**config.mk**
```make
export PLATFORM = sky130hd
export DESIGN_NAME = cdtim_timer
export DESIGN_NICKNAME = d
export VERILOG_FILES = /design/src/shared/cdtim_pkg.sv /design/src/hw/cdtim_timer.sv
export SDC_FILE = /design/constraint.sdc
export NUM_CORES = 1
export LEC_CHECK = 0
export ABC_AREA = 1
export BUFFER_PORTS_ARGS = -buffer_cell sky130_fd_sc_hd__buf_4
export CAP_MARGIN = 25
export CORE_MARGIN = 2
export CORE_UTILIZATION = 29
export DETAILED_ROUTE_END_ITERATION = 6
export GPL_ROUTABILITY_DRIVEN = 0
export SYNTH_ARGS = -nofsm -noshare
export SYNTH_HDL_FRONTEND = slang
export SYNTH_SLANG_ARGS = --single-unit
```
**constraint.sdc**
```tcl
create_clock -name sys_clk -period 5.5 [get_ports sys_clk]
set_clock_uncertainty 0.2 [all_clocks]
set_input_delay 0.825 -clock sys_clk [delete_from_list [all_inputs] [get_ports sys_clk]]
set_output_delay 0.825 -clock sys_clk [all_outputs]
set_load 0.05 [all_outputs]
```
**src/shared/cdtim_pkg.sv**
```systemverilog
package cdtim_pkg;
	// register port
	localparam int CDTIM_ADDR_W = 5;
	localparam int CDTIM_DATA_W = 32;
	localparam logic [4:0] CDTIM_CTRL_ADDR = 5'h00;
	localparam logic [4:0] CDTIM_ON_ADDR = 5'h04;
	localparam logic [4:0] CDTIM_OFF_ADDR = 5'h08;
	localparam logic [4:0] CDTIM_STAT_ADDR = 5'h0c;
	localparam logic [4:0] CDTIM_NOW_ADDR = 5'h10;
	// control bits
	localparam int CDTIM_CTRL_EN = 0;
	localparam int CDTIM_CTRL_YEARLY = 1;
	localparam int CDTIM_CTRL_MONTHLY = 2;
	localparam int CDTIM_CTRL_PULSE = 3;
	// status bits
	localparam int CDTIM_STAT_OUT = 0;
	localparam int CDTIM_STAT_RUN = 1;
	localparam int CDTIM_STAT_DONE = 2;
	localparam int CDTIM_STAT_ERR = 3;
	// date word layout
	localparam int CDTIM_DAY_LSB = 0;
	localparam int CDTIM_MON_LSB = 8;
	localparam int CDTIM_YEAR_LSB = 16;
	localparam int CDTIM_DC_DAY = 24;
	localparam int CDTIM_DC_MON = 25;
	localparam int CDTIM_DC_YEAR = 26;
	localparam int CDTIM_YEAR_W = 7;
	localparam int CDTIM_MON_W = 4;
	localparam int CDTIM_DAY_W = 5;
	localparam int CDTIM_KEY_W = CDTIM_YEAR_W + CDTIM_MON_W + CDTIM_DAY_W;
	// calendar limits; years are held as offsets from the base year
	localparam int CDTIM_YEAR_BASE = 2000;
	localparam int CDTIM_YEAR_LAST = 2099;
	localparam logic [6:0] CDTIM_YEAR_MAX = 7'(CDTIM_YEAR_LAST - CDTIM_YEAR_BASE);
	localparam logic [3:0] CDTIM_MON_MIN = 4'h1;
	localparam logic [3:0] CDTIM_MON_MAX = 4'hc;
	localparam logic [4:0] CDTIM_DAY_MIN = 5'h01;
	localparam logic [4:0] CDTIM_DAY_MAX = 5'h1f;
	// month 15 never occurs, so this key never equals a real date
	localparam logic [15:0] CDTIM_NO_DATE = 16'hffff;
	localparam logic [31:0] CDTIM_ZERO = 32'h0000_0000;

	typedef enum logic [2:0] {
		CDTIM_IDLE = 3'b001,
		CDTIM_RUN = 3'b010,
		CDTIM_DONE = 3'b100
	} cdtim_state_e;

	typedef struct packed {
		logic dc_year;
		logic dc_mon;
		logic dc_day;
		logic [6:0] year;
		logic [3:0] mon;
		logic [4:0] day;
	} cdtim_date_s;
endpackage : cdtim_pkg

```
**src/hw/cdtim_timer.sv**
```systemverilog
`timescale 1ns/1ps
module cdtim_timer
	import cdtim_pkg::*;
(
	input wire logic sys_clk,
	input wire logic reset,
	input wire logic [CDTIM_ADDR_W-1:0] reg_addr,
	input wire logic [CDTIM_DATA_W-1:0] reg_wdata,
	input wire logic reg_wr,
	input wire logic reg_rd,
	output logic [CDTIM_DATA_W-1:0] reg_rdata,
	input wire logic [CDTIM_YEAR_W-1:0] rtc_year,
	input wire logic [CDTIM_MON_W-1:0] rtc_month,
	input wire logic [CDTIM_DAY_W-1:0] rtc_day,
	input wire logic scan_pulse,
	output logic timer_out
);

	typedef struct packed {
		cdtim_state_e fsm;
		logic en;
		logic yearly;
		logic monthly;
		logic pulse;
		cdtim_date_s on_date;
		cdtim_date_s off_date;
		logic [CDTIM_KEY_W-1:0] sync1;
		logic [CDTIM_KEY_W-1:0] sync2;
		logic [CDTIM_KEY_W-1:0] sync3;
		logic [CDTIM_KEY_W-1:0] cur_date;
		logic [CDTIM_KEY_W-1:0] last_eval;
		logic [CDTIM_KEY_W-1:0] last_pulse;
		logic cfg_new;
		logic cfg_err;
		logic out;
		logic [CDTIM_DATA_W-1:0] rdata;
	} cdtim_regs_s;

	cdtim_regs_s st_reg;
	cdtim_regs_s st_next;

	function automatic cdtim_date_s cdtim_unpack(input logic [CDTIM_DATA_W-1:0] w);
		cdtim_date_s d;
		d.dc_year = w[CDTIM_DC_YEAR];
		d.dc_mon = w[CDTIM_DC_MON];
		d.dc_day = w[CDTIM_DC_DAY];
		d.year = w[CDTIM_YEAR_LSB +: CDTIM_YEAR_W];
		d.mon = w[CDTIM_MON_LSB +: CDTIM_MON_W];
		d.day = w[CDTIM_DAY_LSB +: CDTIM_DAY_W];
		return d;
	endfunction : cdtim_unpack

	function automatic logic [CDTIM_DATA_W-1:0] cdtim_pack(input cdtim_date_s d);
		logic [CDTIM_DATA_W-1:0] w;
		w = CDTIM_ZERO;
		w[CDTIM_DC_YEAR] = d.dc_year;
		w[CDTIM_DC_MON] = d.dc_mon;
		w[CDTIM_DC_DAY] = d.dc_day;
		w[CDTIM_YEAR_LSB +: CDTIM_YEAR_W] = d.year;
		w[CDTIM_MON_LSB +: CDTIM_MON_W] = d.mon;
		w[CDTIM_DAY_LSB +: CDTIM_DAY_W] = d.day;
		return w;
	endfunction : cdtim_pack

	// a date outside 2000..2099, a month outside 1..12 or a day outside 1..31 is refused unless that field is don't-care
	function automatic logic cdtim_valid(input cdtim_date_s d);
		logic ok;
		ok = 1'b1;
		if (!d.dc_year && d.year > CDTIM_YEAR_MAX) begin
			ok = 1'b0;
		end
		if (!d.dc_mon && (d.mon < CDTIM_MON_MIN || d.mon > CDTIM_MON_MAX)) begin
			ok = 1'b0;
		end
		if (!d.dc_day && (d.day < CDTIM_DAY_MIN || d.day > CDTIM_DAY_MAX)) begin
			ok = 1'b0;
		end
		return ok;
	endfunction : cdtim_valid

	// don't-care fields take the current value so they always match
	function automatic logic [CDTIM_KEY_W-1:0] cdtim_key(input cdtim_date_s d,
		input logic [CDTIM_KEY_W-1:0] cur, input logic force_mon);
		logic [CDTIM_KEY_W-1:0] k;
		k = {d.year, d.mon, d.day};
		if (d.dc_year) begin
			k[CDTIM_KEY_W-1 -: CDTIM_YEAR_W] = cur[CDTIM_KEY_W-1 -: CDTIM_YEAR_W];
		end
		if (d.dc_mon || force_mon) begin
			k[CDTIM_DAY_W +: CDTIM_MON_W] = cur[CDTIM_DAY_W +: CDTIM_MON_W];
		end
		if (d.dc_day) begin
			k[CDTIM_DAY_W-1:0] = cur[CDTIM_DAY_W-1:0];
		end
		return k;
	endfunction : cdtim_key

	logic [CDTIM_KEY_W-1:0] cur_key;
	logic [CDTIM_KEY_W-1:0] on_key;
	logic [CDTIM_KEY_W-1:0] off_key;
	logic [CDTIM_YEAR_W-1:0] cur_y;
	logic [CDTIM_YEAR_W-1:0] on_y;
	logic [CDTIM_YEAR_W-1:0] off_y;
	logic [CDTIM_MON_W+CDTIM_DAY_W-1:0] cur_md;
	logic [CDTIM_MON_W+CDTIM_DAY_W-1:0] on_md;
	logic [CDTIM_MON_W+CDTIM_DAY_W-1:0] off_md;
	logic repeating;
	logic years_ok;
	logic active_c;
	logic match_c;
	logic day_new;
	logic fire;
	logic wr_on_ok;
	logic wr_off_ok;
	logic wr_date_bad;
	logic cfg_wr;
	cdtim_date_s wr_date;

	always_comb begin
		repeating = st_reg.yearly | st_reg.monthly;
		// the date is used only once two synchronised samples agree
		cur_key = st_reg.cur_date;
		on_key = cdtim_key(st_reg.on_date, cur_key, st_reg.monthly);
		off_key = cdtim_key(st_reg.off_date, cur_key, st_reg.monthly);
		cur_y = cur_key[CDTIM_KEY_W-1 -: CDTIM_YEAR_W];
		on_y = on_key[CDTIM_KEY_W-1 -: CDTIM_YEAR_W];
		off_y = off_key[CDTIM_KEY_W-1 -: CDTIM_YEAR_W];
		cur_md = cur_key[CDTIM_MON_W+CDTIM_DAY_W-1:0];
		on_md = on_key[CDTIM_MON_W+CDTIM_DAY_W-1:0];
		off_md = off_key[CDTIM_MON_W+CDTIM_DAY_W-1:0];
		years_ok = cur_y >= on_y && cur_y <= off_y;
		if (!repeating) begin
			active_c = cur_key >= on_key && cur_key < off_key;
			match_c = cur_key == on_key;
		end else if (on_md <= off_md) begin
			// month field is forced equal in monthly mode: compares days only
			active_c = years_ok && cur_md >= on_md && cur_md < off_md;
			match_c = years_ok && cur_md == on_md;
		end else begin
			// period runs across the year end; last start is in the year before off
			active_c = (cur_md >= on_md && cur_y >= on_y && cur_y < off_y)
				|| (cur_md < off_md && cur_y > on_y && cur_y <= off_y);
			match_c = cur_md == on_md && cur_y >= on_y && cur_y < off_y;
		end
		day_new = cur_key != st_reg.last_eval;
		fire = match_c && cur_key != st_reg.last_pulse;
		wr_date = cdtim_unpack(reg_wdata);
		wr_on_ok = reg_wr && reg_addr == CDTIM_ON_ADDR && cdtim_valid(wr_date);
		wr_off_ok = reg_wr && reg_addr == CDTIM_OFF_ADDR && cdtim_valid(wr_date);
		wr_date_bad = reg_wr && (reg_addr == CDTIM_ON_ADDR || reg_addr == CDTIM_OFF_ADDR)
			&& !cdtim_valid(wr_date);
		cfg_wr = (reg_wr && reg_addr == CDTIM_CTRL_ADDR) || wr_on_ok || wr_off_ok;
	end

	always_comb begin
		st_next = st_reg;
		st_next.sync1 = {rtc_year, rtc_month, rtc_day};
		st_next.sync2 = st_reg.sync1;
		st_next.sync3 = st_reg.sync2;
		// pins roll field by field; a half-rolled date could match falsely
		if (st_reg.sync2 == st_reg.sync3) begin
			st_next.cur_date = st_reg.sync2;
		end

		// scan-cycle evaluation
		if (scan_pulse) begin
			unique case (st_reg.fsm)
				CDTIM_IDLE: begin
					st_next.out = 1'b0;
				end
				CDTIM_RUN: begin
					if (st_reg.pulse) begin
						st_next.out = fire;
						if (fire) begin
							st_next.last_pulse = cur_key;
						end
						if (fire && !repeating) begin
							st_next.fsm = CDTIM_DONE;
						end
					end else if (day_new || st_reg.cfg_new) begin
						// the date only moves at midnight, so a new date is the 00:00 edge; a config write re-evaluates at the next scan
						st_next.out = active_c;
						st_next.last_eval = cur_key;
						st_next.cfg_new = 1'b0;
					end
				end
				CDTIM_DONE: begin
					st_next.out = 1'b0;
				end
			endcase
		end

		// control writes and accepted on/off date writes restart the schedule
		if (reg_wr && reg_addr == CDTIM_CTRL_ADDR) begin
			st_next.en = reg_wdata[CDTIM_CTRL_EN];
			st_next.yearly = reg_wdata[CDTIM_CTRL_YEARLY];
			st_next.monthly = reg_wdata[CDTIM_CTRL_MONTHLY];
			st_next.pulse = reg_wdata[CDTIM_CTRL_PULSE];
		end
		if (wr_on_ok) begin
			st_next.on_date = wr_date;
		end
		if (wr_off_ok) begin
			st_next.off_date = wr_date;
		end
		if (cfg_wr) begin
			st_next.cfg_new = 1'b1;
			st_next.last_pulse = CDTIM_NO_DATE;
			st_next.out = 1'b0;
			st_next.fsm = st_next.en ? CDTIM_RUN : CDTIM_IDLE;
		end
		// write-one clears the error; a new error in the same cycle wins
		if (reg_wr && reg_addr == CDTIM_STAT_ADDR && reg_wdata[CDTIM_STAT_ERR]) begin
			st_next.cfg_err = 1'b0;
		end
		if (wr_date_bad) begin
			st_next.cfg_err = 1'b1;
		end

		st_next.rdata = CDTIM_ZERO;
		if (reg_rd) begin
			unique case (reg_addr)
				CDTIM_CTRL_ADDR: begin
					st_next.rdata[CDTIM_CTRL_EN] = st_reg.en;
					st_next.rdata[CDTIM_CTRL_YEARLY] = st_reg.yearly;
					st_next.rdata[CDTIM_CTRL_MONTHLY] = st_reg.monthly;
					st_next.rdata[CDTIM_CTRL_PULSE] = st_reg.pulse;
				end
				CDTIM_ON_ADDR: begin
					st_next.rdata = cdtim_pack(st_reg.on_date);
				end
				CDTIM_OFF_ADDR: begin
					st_next.rdata = cdtim_pack(st_reg.off_date);
				end
				CDTIM_STAT_ADDR: begin
					st_next.rdata[CDTIM_STAT_OUT] = st_reg.out;
					st_next.rdata[CDTIM_STAT_RUN] = st_reg.fsm == CDTIM_RUN;
					st_next.rdata[CDTIM_STAT_DONE] = st_reg.fsm == CDTIM_DONE;
					st_next.rdata[CDTIM_STAT_ERR] = st_reg.cfg_err;
				end
				CDTIM_NOW_ADDR: begin
					st_next.rdata[CDTIM_YEAR_LSB +: CDTIM_YEAR_W] = cur_y;
					st_next.rdata[CDTIM_MON_LSB +: CDTIM_MON_W] = cur_key[CDTIM_DAY_W +: CDTIM_MON_W];
					st_next.rdata[CDTIM_DAY_LSB +: CDTIM_DAY_W] = cur_key[CDTIM_DAY_W-1:0];
				end
				default: begin
					st_next.rdata = CDTIM_ZERO;
				end
			endcase
		end
	end

	always_ff @(posedge sys_clk) begin
		if (reset) begin
			st_reg <= '0;
			st_reg.fsm <= CDTIM_IDLE;
			st_reg.last_eval <= CDTIM_NO_DATE;
			st_reg.last_pulse <= CDTIM_NO_DATE;
		end else begin
			st_reg <= st_next;
		end
	end

	assign timer_out = st_reg.out;
	assign reg_rdata = st_reg.rdata;
endmodule : cdtim_timer

```
==> results of run 1 <==
kinds of logic after synthesis:
| group | synth area share, % |
|---|---|
| buffers and inverters | 13.26 |
| AO/OA/AOI/OAI | 16.35 |
| AND/OR/NAND/NOR | 21.57 |
| XOR/XNOR | 3.334 |
| adder cells (fa/ha/maj) | 5.377 |
| other | 0.04605 |
| flip-flops | 40.07 |
critical path: stages (launching register included):
cell and delay, ns:
dfxtp_1 0.48, inv_1 0.22, nand2_1 0.09, o21ai_0 0.13, ha_1 0.34, nand2_1 0.07, o21ai_0 0.17, nand3_1 0.09
nand2_1 0.10, nand3_1 0.11, nand2_1 0.10, nand2_2 0.06, nand2_1 0.05, o21ai_1 0.06, nand2_1 0.10, nand2_2 0.09
inv_4 0.18, nand2_4 0.17, nand2_1 0.12, nand3_1 0.07
path summary, 6_finish.rpt:
check / from / end / depth (start not counted)
hold / removal: st_next[112] / st_next[96] / 2
setup / recovery: cur_key[2] / st_reg[50] / 19
setup reg to reg: cur_key[2] / st_reg[50] / 19
hold reg to reg: st_next[112] / st_next[96] / 2
per-layer routing:
layer	track usage, %	share of wire (%)	up-vias
li1	-	-	3681
met1	18.25	46	3200
met2	24.17	47	165
met3	2.485	4.6	30
met4	5.601	2.3	0
met5	0	0	-
cell usage after synthesis (10+ instances only):
cell type,count
ha_1,35
o21ai_0,111
clkbuf_1,39
xnor2_1,21
nand3_1,70
nor2_1,100
buf_4,33
o22ai_1,25
nand2_1,199
a21oi_1,77
xor2_1,10
o211ai_1,17
nand4_1,14
dfxtp_1,163
inv_1,167
through the flow:
stage	util (%)	setup WS (ns)	instances	total power [mW]	area (um2)
2_1_floorplan	-	2.903	1150	1.519	8189
3_3_place_gp	31.63	2.035	1522	1.615	8763
3_5_place_dp	31.63	1.937	1522	1.619	8763
4_1_cts	33.63	2.338	1554	2.740	9316
5_1_grt	33.73	1.938	1555	2.853	9344
6_report	33.73	2.361	1555	2.726	9344
report_power, final:
group	total, mW	internal (mW)	switching, mW
clock	1.13	0.636	0.494
sequential	1.23	1.21	0.0269
combinational	0.362	0.129	0.233
total	2.73	1.97	0.754
cell type report:
class / count / area, um2 / share of cell area, %
tap: 378 / 473.0 / 5.062
clock inverter: 11 / 102.6 / 1.098
multi-input combinational: 738 / 3846 / 41.16
sequential: 163 / 3263 / 34.92
clock buffer: 21 / 450.4 / 4.821
inverter: 172 / 648.1 / 6.936
timing repair buffer: 72 / 560.5 / 5.999
==> flow_summary.yaml, run 1 <==
worst_setup_path:
  r2r_slack_ns: 2.36
  cp_max_fo: 17
  cp.required_ns: 5.61
  endpoint_kind: "register"
  worstPathArrival_ns: 3.25
  crit_type: "reg -> reg"
  startpoint_type: "register"
synthesis:
  ys_ff_latch: 163
  synth_seq_area_share_pct: 40.07
  synth.area.top_cells: "dfxtp_1, nand2_1, inv_1"
  synth_cells: 1138
  syn_area_mm2: 0.008144
  async_flop_share_pct: 0
  synth_area_per_cell_um2: 7.156
  synth_top_area_share_pct: 40.07
  yosys.cell_types.count: 37
  synth_top_area_cell: "dfxtp_1"
  synthFlopType: "dfxtp_1"
  synth_edf_count: 0
  yosys_warnings: 0
cts:
  post_cts_buffers: 0
  cts.repair.resized: 0
  cts_buffer_depth: 2
  cts_tree: "done"
  htreeDepth: 4
  numCtsBuffers: 17
  clk_pin_slew_ns: 0.07
  cts_sinks: 163
  root_buffer: "clkbuf_16"
  clk-insertion-delay-late_ns: 0.43
  hold_buffers: 0
die:
  start_util_pct: 29.40
  pin_count: 91
  rows: 61
  core-area_mm2: 0.02771
  die-area_mm2: 0.02944
  die_h_um: 171.6
  die_width_um: 171.6
timing:
  rsz0062_at_grt: "false"
  whs_ns: 0.2002
  fin_crit_sh_pct: 57.08
  min_period_ns: 3.139
  worst_pin_slew_ns: 1.017
  finalHoldViolations: 0
  setup_tns_ns: 0
  setup_viol: 0
  fmaxAchievable_mhz: 318.5
  slew_violations: 0
  relSlewSlack_pct: 32.02
finish:
  finalNetCount: 1257
  largest_reg_flops: 95
  final_common_cell: "nand2_1"
  drive_above_1_share_pct: 10.20
  layout_common_cells: "nand2_1, inv_1, dfxtp_1, o21ai_0, nor2_1"
  fill_cells: 2930
  syn_to_final_growth_pct: 14.73
  diodes: 0
power_and_ir_drop:
  peakVddDrop_mv: 0.2179
  leakage_nw: 4.231
  p_per_area_mw_per_mm2: 291.7
global_routing:
  antenna_found_initial: 0
  grt_pass1_wl_um: 33370
  grt_pass1_vias: 6645
  overflow: 0
  track_usage_pct: 14.36
  grt_max_degree: 75
place:
  portBuffers: 64
  post-dp-hpwl_um: 15070
routing:
  drt-initial-drc-count: 491
  wl_per_cell_um: 13.17
  routed_wl_um: 20480
  num_vias: 7076
  ant_nets: 0
  viasPerCell: 4.550
  drt-pass1-iter-count: 5
  drc: 0
hold_path:
  hold_path_class: "reg -> reg"
status:
  outcome: "finished, final reports clean"
run:
  max_cap_viol_count: 0
Note: power is estimated with default switching activity, not from simulation.
==> run 2: changes to the inputs <==
--- a/config.mk
+++ b/config.mk
@@ -5,7 +5,7 @@
 export SDC_FILE = /design/constraint.sdc
 export NUM_CORES = 1
 export LEC_CHECK = 0
-export ABC_AREA = 1
+export ABC_AREA = 0
 export BUFFER_PORTS_ARGS = -buffer_cell sky130_fd_sc_hd__buf_4
 export CAP_MARGIN = 25
 export CORE_MARGIN = 2
==> constraint.sdc (replaced) <==
create_clock -name sys_clk -period 2.92 [get_ports sys_clk]
set_clock_uncertainty 0.2 [all_clocks]
set_input_delay 0.438 -clock sys_clk [delete_from_list [all_inputs] [get_ports sys_clk]]
set_output_delay 0.438 -clock sys_clk [all_outputs]
set_load 0.05 [all_outputs]
==> run 2 against run 1 <==
Wire length shrank 2.9%. Worst hold slack lost 0.19 ns. Utilization grew 2.3 points. Sequential share of layout area shrank 2.1 points. Critical path type unchanged.
==> flow_summary.yaml, run 2 <==
cts:
  clk_pin_slew_ns: 0.07
  htreeDepth: 4
  cts_tree: "done"
  cts_sinks: 163
  numCtsBuffers: 17
  clk-insertion-delay-late_ns: 0.43
  root_buffer: "clkbuf_16"
  cts_buffer_depth: 2
global_routing:
  grt_pass1_vias: 5786
  antenna_found_initial: 0
  grt_max_degree: 69
  track_usage_pct: 13.65
  grt_pass1_wl_um: 31160
  overflow: 0
finish:
  syn_to_final_growth_pct: 22.04
  layout_common_cells: "dfxtp_1, nor2_1, buf_4, mux2i_1, nor2b_1"
  largest_reg_flops: 95
  diodes: 0
  final_common_cell: "dfxtp_1"
  finalNetCount: 1049
  drive_above_1_share_pct: 20.02
worst_setup_path:
  crit_type: "reg -> reg"
  cp.required_ns: 3.04
  reg2reg_to: "st_reg[174]"
  reg2reg_from: "st_reg[166]"
  ff2ff_path_depth: 10
  cp_max_fo: 6
  endpoint_kind: "register"
  r2r_slack_ns: 0.14
  startpoint_type: "register"
  worstPathArrival_ns: 2.90
die:
  die-area_mm2: 0.02961
  core-area_mm2: 0.02778
  die_width_um: 172.1
  rows: 61
  pin_count: 91
  die_h_um: 172.1
  start_util_pct: 29.49
synthesis:
  synth_seq_area_share_pct: 39.83
  synth_top_area_cell: "dfxtp_1"
  ys_ff_latch: 163
  yosys_warnings: 0
  synth_cells: 884
  synthFlopType: "dfxtp_1"
  synth.area.top_cells: "dfxtp_1, mux2i_1, nor2_1"
  synth_top_area_share_pct: 39.83
  yosys.cell_types.count: 67
  syn_area_mm2: 0.008193
  synth_most_common_cell: "dfxtp_1"
  synth_area_per_cell_um2: 9.268
  synth_edf_count: 0
  synth.top_cells.by_count: "dfxtp_1, nor2_1, mux2i_1"
  async_flop_share_pct: 0
timing:
  slew_violations: 0
  setup_viol: 0
  worst_pin_slew_ns: 0.7126
  fmaxAchievable_mhz: 359.7
  rsz0062_at_grt: "false"
  whs_ns: 0.01430
  relSlewSlack_pct: 52.49
  finalHoldViolations: 0
  fin_crit_sh_pct: 95.22
  min_period_ns: 2.780
  setup_tns_ns: 0
routing:
  drt-pass1-iter-count: 5
  drc: 0
  ant_nets: 0
  viasPerCell: 4.629
  drt-initial-drc-count: 430
  num_vias: 6235
  wl_per_cell_um: 14.76
  routed_wl_um: 19890
hold_path:
  worstHoldStart: "rtc_year[3]"
  min_delay_worst_endpoint: "st_next[111]"
  hold_path_class: "in -> reg"
  whs_path_depth: 2
power_and_ir_drop:
  leakage_nw: 4.119
  peakVddDrop_mv: 0.3520
  p_per_area_mw_per_mm2: 503.6
place:
  post-dp-hpwl_um: 14820
  portBuffers: 64
run:
  max_cap_viol_count: 0
status:
  outcome: "finished, final reports clean"
run 2: changes by cell type after synthesis, sizes merged, moves of 16 or more:
cell	change
o21ai	-100
a21oi	-43
nand2	-171
buf	+16
o22ai	-24
nor2b	+54
inv	-149
mux2i	+113
nor2	+30
nand3	-57
run 2: where the power goes:
group | switching, mW | total (mW) | internal, mW
clock network | 1.05 | 2.37 | 1.32
registers | 0.0263 | 2.28 | 2.25
logic | 0.220 | 0.388 | 0.168
run 2: through the flow:
| step | worst slack [ns] | power [mW] | instances | util, % | cell area, um2 |
|---|---|---|---|---|---|
| floorplan | 0.04582 | 2.582 | 896 | - | 8250 |
| global placement | 0.04479 | 2.703 | 1301 | 32.98 | 9161 |
| detailed placement | 0.01138 | 2.706 | 1301 | 32.98 | 9161 |
| CTS | 0.01120 | 5.091 | 1342 | 35.56 | 9878 |
| global route | 0.008951 | 5.226 | 1347 | 35.99 | 9998 |
| finish | 0.1396 | 5.035 | 1347 | 35.99 | 9998 |
run 2: worst max path at each step:
stage                startpoint  depth (start not counted)           to  slack [ns]
floorplan           st_reg[167]                         12   st_reg[41]        0.05
global route        st_reg[170]                         11   st_reg[41]       0.009
detailed placement  st_reg[167]                         11  st_reg[174]        0.01
finish              st_reg[166]                         10  st_reg[174]        0.14
CTS                 st_reg[168]                         10    timer_out        0.01
global placement    st_reg[166]                         11   st_reg[36]        0.04
run 2: critical path, stage by stage (launching register included):
cell       delay [ns]
dfxtp_4          0.45
mux2i_4          0.26
inv_1            0.06
ha_1             0.27
nand2_1          0.09
a2111oi_4        0.36
o311ai_2         0.18
nor3_2           0.33
buf_4            0.17
a21oi_1          0.06
a32o_1           0.24
run 2: metal layers:
metal	GRT usage (%)	routed length, um	vias to the layer above
met5	0	0	-
met4	4.421	342	0
met3	2.564	717	21
met2	21.13	8818	117
met1	19.11	10010	2934
li1	-	-	3163
run 2: timing repair:
action	CTS	global route
setup buffers	0	5
gates cloned	0	0
pin swaps	1	9
hold buffers	9	0
setup endpoints to repair	2	18
hold endpoints to repair	9	0
gates resized for setup	1	22
run 2: logic make-up (layout without fill, tap and decap cells):
group / Yosys count / count (layout) / share of synthesized area, %
AND/OR/NAND/NOR: 288 / 288 / 17.12
flip-flops: 163 / 163 / 39.83
other: 1 / 13 / 0.04577
multiplexers: 119 / 119 / 14.63
buffers and inverters: 113 / 186 / 7.269
XOR/XNOR: 52 / 52 / 5.559
AO/OA/AOI/OAI: 113 / 113 / 10.20
adder cells (fa/ha/maj): 35 / 35 / 5.345
run 2: layout make-up:
type                       instances  area [um2]
timing repair buffer             132        1039
sequential                       163        3277
clock buffer                      17       425.4
fill                            2879       17780
tap                              378       473.0
inverter                          22       82.58
clock inverter                    15       200.2
multi-input combinational        620        4502
==> run 3: changes to the inputs <==
==> constraint.sdc (replaced) <==
create_clock -name sys_clk -period 2.7 [get_ports sys_clk]
set_clock_uncertainty 0.2 [all_clocks]
set_input_delay 0.405 -clock sys_clk [delete_from_list [all_inputs] [get_ports sys_clk]]
set_output_delay 0.405 -clock sys_clk [all_outputs]
set_load 0.05 [all_outputs]
==> run 3 against run 2 <==
Critical path type unchanged. Setup slack lost 0.18 ns. Via count grew 4.9%. Die area is the same. Utilization grew 1.9 points. Maximum frequency grew 1.4%. Worst hold slack gained 0.010 ns. The flow now finishes with violations (negative setup slack).
==> flow_summary.yaml, run 3 (same netlist as run 2, synthesis figures left out) <==
status:
  outcome: "finished with violations"
  violations: "negative setup slack"
worst_setup_path:
  crit_type: "reg -> reg"
  startpoint_type: "register"
  cp_num_buf_inv: 3
  cp_cell_sequence: "mux2i_2, buf_4, ha_1, nand4_1, a2111oi_4, o311ai_2, nor3_2, buf_4, o21ai_4, clkbuf_16, mux2i_1"
  r2r_slack_ns: -0.04
  endpoint_kind: "register"
  crit_start: "st_reg[166]"
  ff2ff_path_depth: 11
  path_delay_family: "compound AO/OA/AOI/OAI gates"
  cp.required_ns: 2.83
  crit_top_cell: "buf_4"
  critical_path.slowest_cell: "dfxtp_4"
  worstPathArrival_ns: 2.87
  reg2reg_to: "st_reg[39]"
  critPathCapture: "st_reg[39]"
  cp.depth: 11
  cp_max_fo: 8
  cp_slowest_stage_delay_ns: 0.38
  reg2reg_from: "st_reg[166]"
timing:
  fin_crit_sh_pct: 101.6
  setup_viol: 17
  min_period_ns: 2.743
  fin_ws_ns: -0.04250
  fmaxAchievable_mhz: 364.6
  finalHoldViolations: 0
  relSlewSlack_pct: 53.89
  slew_violations: 0
  setup_tns_ns: -0.4739
  worst_pin_slew_ns: 0.6917
  rsz0062_at_grt: "true"
die:
  die-area_mm2: 0.02961
  pin_count: 91
  rows: 61
  core-area_mm2: 0.02778
  die_h_um: 172.1
  die_width_um: 172.1
  start_util_pct: 29.49
global_routing:
  grt_pass1_wl_um: 33510
  grt_pass1_vias: 6275
  antenna_found_initial: 0
  track_usage_pct: 14.63
  overflow: 0
  grt_max_degree: 70
routing:
  num_vias: 6541
  routed_wl_um: 21200
  drt-pass1-iter-count: 6
  drt-initial-drc-count: 464
  wl_per_cell_um: 15.17
  viasPerCell: 4.682
  ant_nets: 0
  drc: 0
cts:
  root_buffer: "clkbuf_16"
  clk_pin_slew_ns: 0.07
  cts_buffer_depth: 2
  numCtsBuffers: 17
  htreeDepth: 4
  cts_sinks: 163
  cts_tree: "done"
  clk-insertion-delay-late_ns: 0.44
finish:
  instances_no_fill: 1397
  layout_common_cells: "buf_4, dfxtp_1, nor2_1, mux2i_1, nor2b_1"
  drive_above_1_share_pct: 25.52
  finalCoreUtilization_pct: 37.86
  final_common_cell: "buf_4"
  syn_to_final_growth_pct: 28.38
  finalNetCount: 1099
  largest_reg_flops: 95
  diodes: 0
run:
  max_cap_viol_count: 0
place:
  dp.cells: 1342
  post-dp-hpwl_um: 15600
  pre_cts_slack_ns: -0.4694
  portBuffers: 64
power_and_ir_drop:
  peakVddDrop_mv: 0.2573
  p_per_area_mw_per_mm2: 514.9
  leakage_nw: 4.395
hold_path:
  hold_path_class: "in -> reg"
  worstHoldStart: "reg_wdata[17]"
[run 3: cell count changes in the layout (fill, tap and decap cells not counted), sizes merged]
| cell | change |
|---|---|
| inv | -3 |
| clkinvlp | -1 |
| dlygate4sd3 | +7 |
| clkinv | +3 |
| buf | +42 |
| clkbuf | +2 |
[run 3: report_power, final]
part / switching, mW / total (mW) / internal, mW
combinational: 0.247 / 0.452 / 0.205
clock: 1.10 / 2.50 / 1.40
sequential: 0.0283 / 2.47 / 2.44
total: 1.37 / 5.42 / 4.04
[run 3: timing repair]
action	CTS	global route
setup endpoints to repair	19	18
pin swaps	12	15
hold buffers	16	0
gates cloned	0	1
gates resized for setup	25	22
hold endpoints to repair	16	0
setup buffers	4	2
[run 3: worst min-delay path by stage]
stage | depth (start not counted) | end
4_1_cts | 3 | st_reg[159]
3_5_place_dp | 1 | st_next[94]
3_3_place_gp | 1 | st_next[86]
5_1_grt | 3 | st_reg[168]
6_report | 3 | st_reg[141]
2_1_floorplan | 1 | st_next[83]
[run 3: layout make-up]
cell class / count / area [um2]
clock buffers: 18 / 429.2
repair buffers: 182 / 1494
flip-flops and latches: 163 / 3286
clock inverters: 14 / 167.7
multi-input cells: 620 / 4586
fillers: 2823 / 17260
inverters: 22 / 82.58
well taps: 378 / 473.0
[run 3: layer usage]
| metal | vias up | GRT usage (%) | wire, um |
|---|---|---|---|
| li1 | 3261 | - | - |
| met3 | 23 | 2.586 | 893 |
| met4 | 0 | 5.700 | 413 |
| met2 | 162 | 23.49 | 9732 |
| met1 | 3095 | 19.53 | 10160 |
| met5 | - | 0 | 0 |
[run 3: metrics by stage]
step | total power [mW] | cell area [um2] | hold slack (ns)
after global routing | 5.614 | 10520 | 0.01932
final | 5.416 | 10520 | 0.02439
after floorplan | 2.793 | 8270 | 0.2138
after CTS | 5.458 | 10390 | 0.009427
after detailed placement | 2.942 | 9499 | 0.2220
after global placement | 2.938 | 9499 | 0.2209
[run 3: worst register-to-register path: cells and delay by family, from the launching register on]
kind	cells	cell delay [ns]
fa+ha+maj	1	0.28
buf+inv	3	0.50
mux	2	0.29
flops	1	0.38
compound gates	3	0.62
simple gates	2	0.35
